--- config.mk ---
export PLATFORM = sky130hd
export DESIGN_NAME = rcec_top
export DESIGN_NICKNAME = d
export VERILOG_FILES = /design/src/pkg/rcec_pkg.sv /design/src/hdl/rcec_sync3.sv /design/src/hdl/rcec_top.sv
export SDC_FILE = /design/constraint.sdc
export NUM_CORES = 1
export LEC_CHECK = 0
export ABC_AREA = 0
export BUFFER_PORTS_ARGS = -buffer_cell sky130_fd_sc_hd__clkbuf_2
export CORE_ASPECT_RATIO = 1.75
export CORE_UTILIZATION = 52
export DETAILED_ROUTE_END_ITERATION = 8
export GPL_TIMING_DRIVEN = 0
export PLACE_DENSITY = 0.83
export SLEW_MARGIN = 5
export SYNTH_ARGS = -nofsm -noshare
export SYNTH_HDL_FRONTEND = slang
export SYNTH_SLANG_ARGS = --single-unit
--- constraint.sdc ---
create_clock -name clk -period 2.1 [get_ports clk]
set_input_delay 0.42 -clock clk [delete_from_list [all_inputs] [get_ports clk]]
set_output_delay 0.42 -clock clk [all_outputs]
set_load 0.03 [all_outputs]
--- src/pkg/rcec_pkg.sv ---
// constants for the reset and clock-enable control block
// assumes a 100 MHz core clock and a slow low-frequency clock enable tick
package rcec_pkg;
	localparam int CLK_HZ          = 100_000_000;
	localparam int LF_HZ           = 32_000;
	// filtered pin reset window, microseconds
	localparam int PIN_DLY_MIN_US  = 1500;
	localparam int PIN_DLY_MAX_US  = 4000;
	localparam int PIN_HOLD_REC_US = 5000;
	// target between the bounds, in low-frequency ticks
	localparam int PIN_DLY_LF      = (LF_HZ / 1000) * 2;
	// core cycles per low-frequency tick
	localparam int LF_DIV          = CLK_HZ / LF_HZ;
	localparam int LF_DIV_W        = 16;
	localparam int CNT_W           = 8;
	// release stretch in core cycles after all sources drop
	localparam int REL_CYC         = 4;
	// crystal divider select: reset value is the slowest setting
	localparam logic [1:0] XSEL_RST = 2'h3;
	localparam int PIO_W           = 12;
	localparam int AIO_W           = 3;
endpackage

--- src/hdl/rcec_sync3.sv ---
// three-stage input synchroniser with agreement filter
// assumes input comes from outside the clk domain
`timescale 1ns/1ns
`default_nettype none
module rcec_sync3 #(
	parameter logic RST_VAL = 1'b0
) (
	input  wire logic clk,
	input  wire logic rst_n,
	input  wire logic ce,
	input  wire logic din,
	output var  logic dout
);
	typedef struct packed {
		logic s1;
		logic s2;
		logic s3;
		logic o;
	} rcec_sy_t;
	rcec_sy_t st_q, st_d;

	always_comb begin
		st_d = st_q;
		st_d.s1 = din;
		st_d.s2 = st_q.s1;
		st_d.s3 = st_q.s2;
		// change counts once stages two and three agree
		if (st_q.s2 == st_q.s3) begin
			st_d.o = st_q.s3;
		end
	end

	always_ff @(posedge clk) begin
		if (!rst_n) begin
			st_q <= {4{RST_VAL}};
		end else if (ce) begin
			st_q <= st_d;
		end
	end

	assign dout = st_q.o;
endmodule
`default_nettype wire

--- src/hdl/rcec_top.sv ---
// reset gathering, pad reset states and clock-enable OR output
// assumes pins pass through rcec_sync3; pad drivers outside apply pulls
`timescale 1ns/1ns
`default_nettype none
module rcec_top #(
	parameter int PIN_DLY = rcec_pkg::PIN_DLY_LF,
	parameter int LF_DIVIDE = rcec_pkg::LF_DIV
) (
	input  wire logic                       clk,
	input  wire logic                       rst_n,
	input  wire logic                       ce,
	input  wire logic                       reset_high_pin,
	input  wire logic                       reset_low_pin,
	input  wire logic                       power_on_det,
	input  wire logic                       uart_break,
	input  wire logic                       watchdog_expire,
	input  wire logic                       fw_fault_reset,
	input  wire logic                       warm_reset_req,
	input  wire logic                       crystal_clk_present,
	input  wire logic [1:0]                 xtal_sel_cfg,
	input  wire logic                       xtal_sel_wr,
	input  wire logic                       host_clk_enable,
	input  wire logic                       own_osc_enable,
	input  wire logic                       or_func_cfg,
	input  wire logic                       osc_pin_cfg_wr,
	input  wire logic                       deep_sleep,
	input  wire logic                       regulator_enable_pin,
	output var  logic                       int_reset,
	output var  logic                       cold_reset,
	output var  logic                       retain_state,
	output var  logic [1:0]                 xtal_sel,
	output var  logic                       osc_free_run,
	output var  logic                       osc_en_out,
	output var  logic                       osc_en_oe,
	output var  logic [rcec_pkg::PIO_W-1:0] programmable_io_line_oe,
	output var  logic [rcec_pkg::PIO_W-1:0] programmable_io_line_pd,
	output var  logic                       uart_tx_oe,
	output var  logic                       uart_rts_oe,
	output var  logic                       uart_pu,
	output var  logic                       spi_miso_oe,
	output var  logic                       spi_miso_pd,
	output var  logic                       peripheral_chip_select_pin_pu,
	output var  logic                       reset_low_pin_pu,
	output var  logic                       other_inputs_pd,
	output var  logic                       test_en_strong_pd,
	output var  logic [rcec_pkg::AIO_W-1:0] analogue_interface_pins_out,
	output var  logic [rcec_pkg::AIO_W-1:0] analogue_interface_pins_oe,
	output var  logic                       regulator_low_power,
	output var  logic                       regulator_on,
	output var  logic                       regulator_enable_pin_pu
);
	localparam logic [rcec_pkg::CNT_W-1:0] DLY_C = rcec_pkg::CNT_W'(PIN_DLY);
	localparam logic [rcec_pkg::LF_DIV_W-1:0] DIV_C = rcec_pkg::LF_DIV_W'(LF_DIVIDE - 1);
	localparam logic [2:0] REL_C = 3'(rcec_pkg::REL_CYC);

	logic hi_s, lo_s, reg_s;

	rcec_sync3 #(.RST_VAL(1'b0)) u_hi (
		.clk  (clk),
		.rst_n(rst_n),
		.ce   (ce),
		.din  (reset_high_pin),
		.dout (hi_s)
	);
	rcec_sync3 #(.RST_VAL(1'b1)) u_lo (
		.clk  (clk),
		.rst_n(rst_n),
		.ce   (ce),
		.din  (reset_low_pin),
		.dout (lo_s)
	);
	rcec_sync3 #(.RST_VAL(1'b1)) u_reg (
		.clk  (clk),
		.rst_n(rst_n),
		.ce   (ce),
		.din  (regulator_enable_pin),
		.dout (reg_s)
	);

	typedef struct packed {
		logic [rcec_pkg::LF_DIV_W-1:0] div;
		logic                          tick;
		logic [rcec_pkg::CNT_W-1:0]    pcnt;
		logic                          pin_rst;
		logic [2:0]                    rel;
		logic                          irst;
		logic                          cold;
		logic [1:0]                    xsel;
		logic                          osc_cfg;
		logic                          osc_en;
		logic                          free_run;
		logic                          reg_lp;
		logic                          reg_on;
		logic                          run;
		logic                          keep;
	} rcec_st_t;
	rcec_st_t st_q, st_d;

	logic pin_req, any_src;
	assign pin_req = hi_s | ~lo_s;
	assign any_src = st_q.pin_rst | power_on_det | uart_break | watchdog_expire | fw_fault_reset;

	always_comb begin
		st_d = st_q;
		// slow-clock tick from core clock divider
		st_d.tick = 1'b0;
		if (st_q.div == DIV_C) begin
			st_d.div = '0;
			st_d.tick = 1'b1;
		end else begin
			st_d.div = st_q.div + 1'b1;
		end
		// short glitches vanish: count restarts whenever request drops
		if (!pin_req) begin
			st_d.pcnt = '0;
			st_d.pin_rst = 1'b0;
		end else if (st_q.tick && !st_q.pin_rst) begin
			st_d.pcnt = st_q.pcnt + 1'b1;
			if (st_q.pcnt == DLY_C - 1'b1) begin
				st_d.pin_rst = 1'b1;
			end
		end
		// hold while any source, then stretch a few cycles
		if (any_src || warm_reset_req) begin
			st_d.irst = 1'b1;
			st_d.rel = REL_C;
		end else if (st_q.rel != 3'h0) begin
			st_d.rel = st_q.rel - 1'b1;
		end else begin
			st_d.irst = 1'b0;
		end
		// cold wins over warm if both are seen
		if (any_src) begin
			st_d.cold = 1'b1;
		end else if (warm_reset_req && !st_q.irst) begin
			st_d.cold = 1'b0;
		end
		if (st_q.irst) begin
			st_d.xsel = rcec_pkg::XSEL_RST;
			st_d.osc_cfg = 1'b0;
		end else begin
			if (xtal_sel_wr) begin
				st_d.xsel = xtal_sel_cfg;
			end
			if (osc_pin_cfg_wr) begin
				st_d.osc_cfg = 1'b1;
			end
		end
		st_d.osc_en = or_func_cfg ? (host_clk_enable | own_osc_enable) : own_osc_enable;
		st_d.free_run = ~crystal_clk_present;
		st_d.reg_lp = deep_sleep;
		st_d.reg_on = reg_s;
		// complements registered so every non-constant pad control leaves a flop
		st_d.run = ~st_d.irst;
		st_d.keep = ~st_d.cold;
	end

	always_ff @(posedge clk) begin
		if (!rst_n) begin
			st_q <= '0;
			st_q.irst <= 1'b1;
			st_q.cold <= 1'b1;
			st_q.xsel <= rcec_pkg::XSEL_RST;
			st_q.reg_on <= 1'b1;
			st_q.free_run <= 1'b1;
		end else if (ce) begin
			st_q <= st_d;
		end
	end

	// pad states: fixed while reset, released otherwise, except io output enables, analogue levels and three pulls that stay constant
	always_comb begin
		int_reset = st_q.irst;
		cold_reset = st_q.cold;
		retain_state = st_q.keep;
		xtal_sel = st_q.xsel;
		osc_free_run = st_q.free_run;
		osc_en_out = st_q.osc_en;
		osc_en_oe = st_q.osc_cfg;
		programmable_io_line_oe = '0;
		programmable_io_line_pd = {rcec_pkg::PIO_W{st_q.irst}};
		uart_tx_oe = st_q.run;
		uart_rts_oe = st_q.run;
		uart_pu = st_q.irst;
		spi_miso_oe = st_q.run;
		spi_miso_pd = st_q.irst;
		peripheral_chip_select_pin_pu = st_q.irst;
		reset_low_pin_pu = 1'b1;
		other_inputs_pd = st_q.irst;
		test_en_strong_pd = 1'b1;
		analogue_interface_pins_out = '0;
		analogue_interface_pins_oe = {rcec_pkg::AIO_W{st_q.irst}};
		regulator_low_power = st_q.reg_lp;
		regulator_on = st_q.reg_on;
		regulator_enable_pin_pu = 1'b1;
	end

	a_pin_delay: assert property (@(posedge clk) disable iff (!rst_n || !ce)
		$rose(st_q.pin_rst) |-> $past(pin_req) && st_q.pcnt == DLY_C)
		else $error("pin reset taken at wrong count");
	a_hold_reset: assert property (@(posedge clk) disable iff (!rst_n || !ce)
		any_src |=> st_q.irst)
		else $error("internal reset dropped with a source active");
	a_cold_class: assert property (@(posedge clk) disable iff (!rst_n || !ce)
		(power_on_det || watchdog_expire || fw_fault_reset) |=> st_q.cold)
		else $error("cold reset not recorded");
	a_osc_or: assert property (@(posedge clk) disable iff (!rst_n || !ce)
		(or_func_cfg && host_clk_enable) |=> st_q.osc_en)
		else $error("host enable not ORed onto output");
	a_osc_float: assert property (@(posedge clk) disable iff (!rst_n || !ce)
		st_q.irst |=> !osc_en_oe)
		else $error("oscillator enable driven in reset");
	a_xtal_safe: assert property (@(posedge clk) disable iff (!rst_n || !ce)
		st_q.irst |=> xtal_sel == rcec_pkg::XSEL_RST)
		else $error("crystal select not slowest in reset");
	a_pad_float: assert property (@(posedge clk) disable iff (!rst_n)
		int_reset |-> !uart_tx_oe && !spi_miso_oe && uart_pu)
		else $error("serial pads not floated in reset");
	a_aio_low: assert property (@(posedge clk) disable iff (!rst_n)
		int_reset |-> analogue_interface_pins_oe == {rcec_pkg::AIO_W{1'b1}} && analogue_interface_pins_out == '0)
		else $error("analogue pins not driven low");
	a_reg_lp: assert property (@(posedge clk) disable iff (!rst_n || !ce)
		deep_sleep |=> regulator_low_power)
		else $error("regulator not in low power");
	a_release: assert property (@(posedge clk) disable iff (!rst_n || !ce)
		$fell(st_q.irst) |-> $past(st_q.rel) == 3'h0)
		else $error("reset released early");
endmodule
`default_nettype wire

Word level (Yosys, flattened, before mapping)
Cells that the tools add are included.
W data, S select, Z words.
{"block": "totals", "ramBits": 0, "in_bits": 20, "mem_count": 0, "romBits": 0, "latchBits": 0, "regBits": 52, "out_inout_bits": 50, "word_cells": 78}
{"block": "op_classes", "muxes": 14, "addsub": 3, "eq_ne": 7, "div": 0, "bitwise_logic": 10, "reduce_logical": 17, "mul": 0, "shifts": 0, "n_lt_le_gt_ge": 0}
{"cell": "$mux W9", "count": 2}
{"cell": "$add A16 B1 Y16 const B", "count": 1}
{"cell": "$eq A16 B12 Y1 const B", "count": 1}
{"cell": "$mux W16", "count": 1}
{"cell": "$reduce_and A2 Y1", "count": 7}
{"cell": "$add A8 B1 Y8 const B", "count": 1}
{"cell": "$eq A8 B6 Y1 const B", "count": 1}
{"cell": "$mux W1", "count": 7}
{"cell": "$mux W3", "count": 2}
{"cell": "$or A1 B1 Y1", "count": 6}
{"cell": "$reduce_bool A2 Y1", "count": 3}
{"cell": "$mux W4", "count": 1}
{"cell": "$ne A2 B1 Y1 const B", "count": 2}
{"cell": "$not A1 Y1", "count": 4}
{"cell": "$eq A1 B1 Y1", "count": 3}
{"cell": "$reduce_and A3 Y1", "count": 1}
{"cell": "$reduce_bool A3 Y1", "count": 1}
{"cell": "$sub A3 B1 Y3 const B", "count": 1}
{"cell": "$logic_and A1 B1 Y1", "count": 2}
{"cell": "$logic_not A1 Y1", "count": 2}
{"cell": "$mux W2", "count": 1}
{"cell": "$logic_or A1 B1 Y1", "count": 1}

Logic depth before layout (Yosys ltp)
{"block": "depth", "word_depth": 7, "mapped_depth": 7, "ltp_nobuf": 6}

By module
Synthesis repeated with hierarchy kept, for this count alone.
{"block": "unflattened", "cells_unflattened": 302, "area_unflattened_um2": 2623.8}
{"module": "rcec_top", "cells_each": 255, "n_inst": 1, "seq_area_each_um2": 800.8, "area_per_inst_um2": 2155.8}
{"module": "rcec_sync3 at u_lo ...", "cells_each": 15, "n_inst": 2, "seq_area_each_um2": 80.1, "area_per_inst_um2": 147.6}
{"module": "rcec_sync3 at u_hi", "cells_each": 17, "n_inst": 1, "seq_area_each_um2": 80.1, "area_per_inst_um2": 172.7}

Least setup slack after synthesis
No wires, ideal clock.
{"block": "synth_path", "path_kind": "input to register", "from": "in power_on_det", "to": "reg st_q, in the netlist cold_reset", "required_time_ps": 1961, "arrival_ps": 1517, "path_stages": 3, "setup_ps": 139, "setup_slack_ps": 444, "cell_sequence": "or4_4 -> a2111oi_0 -> o21ai_0"}
{"block": "synth_between", "elab_chain_len": 5}
{"element": "start, declared", "line_no": "rcec_top.sv:14", "rtl": "input wire logic power_on_det,"}
{"element": "$or A1 B1 Y1 (4 in a row)", "line_no": "rcec_top.sv:101", "rtl": "assign any_src = st_q.pin_rst | power_on_det | uart_break | watchdog_expire | fw_fault_reset;"}
{"element": "$mux W1", "line_no": "rcec_top.sv:133", "rtl": "if (any_src) begin"}
{"element": "end signal, assigned", "line_no": "rcec_top.sv:167", "rtl": "st_q <= st_d;"}
{"element": "end, declared", "line_no": "rcec_top.sv:97", "rtl": "rcec_st_t st_q, st_d;"}
Every way passes these cells.
A chain may end at the register's enable or synchronous reset.

Final worst setup path
{"block": "layout_path", "from": "reg st_q, in the netlist int_reset", "to": "out programmable_io_line_pd[11] (netlist name)"}
{"element": "end, declared", "line_no": "rcec_top.sv:36", "rtl": "output var logic [rcec_pkg::PIO_W-1:0] programmable_io_line_pd,"}
No word-level cell between the ends.

==> results.toml <==
[min_path]
hold_path_class = "input port to register"
worstHoldPathCells = 3

[power]
sequentialPowerShare = 0.544
combPwrFrac = 0.146
switchingPower_mw = 0.499
leakagePower_nw = 1.28
irDropWorstVdd_mv = 0.504
p_int_mw = 1.38
p_sw_frac = 0.266
powerDensity_mw_per_mm2 = 625
power.share.clock = 0.309

[timing]
setup_tns_ps = 0
hold_viol_final = 0
rsz0062_at_grt = "no"
slew_headroom = 0.513
fin_crit_ps = 1950
fmax_mhz = 512
fin_crit_sh = 0.931
slew_viol_final = 0
finalSetupViolations = 0
fin_skew_ps = 7.13
worst_pin_slew_ps = 729

[drt]
drc = 0
drt-pass1-iter-count = 4
wl_per_cell_um = 11.6
drt_wl_total_mm = 4.88
vias_per_cell = 5.04
vias = 2127
drt-initial-drc-count = 42
antenna_left = 0

[die]
io_pins = 70
initial_core_util = 0.543
dieArea_mm2 = 0.00517
num_rows = 33
die_x_um = 54.8
core_area_mm2 = 0.00467
die_h_um = 94.3

[critical_path]
reg2regPathDepth = 3
cp_num_buf_inv = 2
crit_path_top_delay_cell = "dfxtp_1"
critPathLaunchType = "register"
cp_max_fo = 26
path_cells = "buf_4 > clkbuf_2"
cp.depth = 2
worstPathRequired_ps = 1680
cp.arrival_ps = 1530
end_kind = "primary output"
path_class = "register to primary output"
path_delay_family = "flip-flops"
critPathMaxStageDelay_ps = 800

[flow_run]
max-cap-violations = 0

[grt]
grt_antenna_before_repair = 0
grt_max_degree = 27
grt_pass1_wl_mm = 8.20
grt_pass1_vias = 2026
grt_overflow = 0
grt.total_usage = 0.219

[synthesis]
synth-seq-area-share = 0.411
synth.ff_latch_count = 52
ys.flop_type = "dfxtp_1"
synthArstFlopShare = 0
netlist_area_mm2 = 0.00253
ys.warnings.count = 0
yosysUniqueCellTypes = 38
synthCells = 295
synth_edf_count = 0
synth_area_per_cell_um2 = 8.59

[placed_design]
gp_congestion = 0.811
portBuffers = 51
place_hpwl_mm = 3.77
dp.cells = 414

[finish]
final-instance-count-excl-fill = 422
drive_above_1_share = 0.281
n_fill_cell = 413
n_antenna_cell = 0
area_growth_pct = 18.6
nets = 394

[clocking]
tritoncts = "built"
cts_buffer_depth = 2
clockRootBuffer = "clkbuf_8"
numCtsBuffers = 5
post-cts-setup-buffers = 0
cts.sinks = 52
htreeDepth = 2
post_cts_resize_count = 0
clk_pin_slew_ps = 90
clk_latency_ps = 310
cts_hold_buffers = 0

[outcome]
run_status = "completed"
metrics by stage:
stage | util | hold slack, ps | total power, mW | setup slack (ps) | area, um2
floorplan | - | 441 | 1.25 | 444 | 2590
global placement | 0.625 | 453 | 1.31 | 252 | 2910
CTS | 0.644 | 326 | 1.89 | 114 | 3000
detailed placement | 0.625 | 464 | 1.32 | 255 | 2910
global route | 0.644 | 332 | 1.96 | 19.3 | 3000
finish | 0.644 | 328 | 1.88 | 145 | 3000
per-layer routing:
layer,wire (um),part of all wire,up-vias,track usage
met1,1860,0.38,964,0.201
met5,0,0,-,0
li1,-,-,1091,-
met4,133,0.027,0,0.128
met3,242,0.050,11,0.0515
met2,2640,0.54,61,0.403
power groups by stage:
| stage | sequential [mW] | combinational (mW) | clock (mW) |
|---|---|---|---|
| 6_report | 1.02 | 0.274 | 0.581 |
| 5_1_grt | 1.02 | 0.303 | 0.636 |
| 4_1_cts | 1.02 | 0.275 | 0.592 |
| 3_5_place_dp | 1.05 | 0.275 | 0 |
| 3_3_place_gp | 1.04 | 0.270 | 0 |
| 2_1_floorplan | 1.05 | 0.202 | 0 |
registers in the layout (all words and copies together) (netlist names), 2 cells and up:
register / count
u_lo.st_d: 2
xtal_sel: 2
u_hi.st_d: 2
u_reg.st_d: 2
st_q: 29
synthesized netlist by cell type, types with 2 or more instances:
master | number | area share
dfxtp_1 | 52 | 0.41
buf_4 | 41 | 0.12
nor2_1 | 32 | 0.047
nand2_1 | 29 | 0.043
a21oi_1 | 16 | 0.032
xnor2_1 | 15 | 0.052
mux2i_1 | 12 | 0.047
o21ai_0 | 10 | 0.020
nand4_1 | 9 | 0.022
inv_1 | 8 | 0.012
nand2b_1 | 6 | 0.015
nand3_1 | 6 | 0.012
nor4_1 | 6 | 0.015
xor2_1 | 6 | 0.021
ha_1 | 5 | 0.025
nor3_1 | 5 | 0.0099
buf_2 | 4 | 0.0079
a211oi_1 | 3 | 0.0089
clkbuf_1 | 3 | 0.0044
o22ai_1 | 3 | 0.0074
or3_1 | 3 | 0.0074
and4_1 | 2 | 0.0069
conb_1 | 2 | 0.0030
nor2b_1 | 2 | 0.0049
o211ai_1 | 2 | 0.0059
cells by family (layout without fill, tap and decap cells):
group,Yosys count,after routing,synth area share
xor+xnor,21,21,0.0726
buf+inv,58,117,0.149
other cells,2,18,0.00296
simple gates,105,105,0.201
flops,52,52,0.411
mux,12,12,0.0474
compound gates,40,40,0.0919
fa+ha+maj,5,5,0.0247
cell type report:
type	count	area (um2)	area share
Multi-Input combinational cell	201	1180	0.392
Timing Repair Buffer	51	255	0.0850
Buffer	49	343	0.114
Clock buffer	8	90.1	0.0300
Tap cell	52	65.1	0.0217
Inverter	9	33.8	0.0112
Sequential cell	52	1040	0.347
path summary, 6_finish.rpt:
path / slack [ps] / startpoint / to
worst max-delay path: 150 / int_reset / programmable_io_line_pd[11]
worst min-delay path: 330 / xtal_sel_cfg[0] / xtal_sel[0]
worst max register to register: 450 / int_reset / cold_reset
worst min register to register: 480 / st_q[12] / st_q[12]
worst register-to-register path, delay by kind of cell (launching register included):
family / cells / cell delay (ps)
DFF: 1 / 550
AOI/OAI and AO/OA: 2 / 720
and+or+nand+nor: 1 / 260
layout by cell type (no fill, tap or decap), types with 2 or more instances in the layout:
cell type   n
xor2_1      6
nor2_1     32
nand2b_1    6
nor2b_1     2
inv_1       8
xnor2_1    15
nor4_1      6
or3_1       3
nor3_1      5
nand4_1     9
o211ai_1    2
clkbuf_2   51
mux2i_1    12
buf_2       4
nand3_1     6
o22ai_1     3
a211oi_1    3
and4_1      2
clkbuf_8    6
conb_1     18
nand2_1    29
a21oi_1    16
buf_4      41
o21ai_0    10
dfxtp_1    52
clkbuf_1    5
ha_1        5
(Power assumes the default switching activity.)
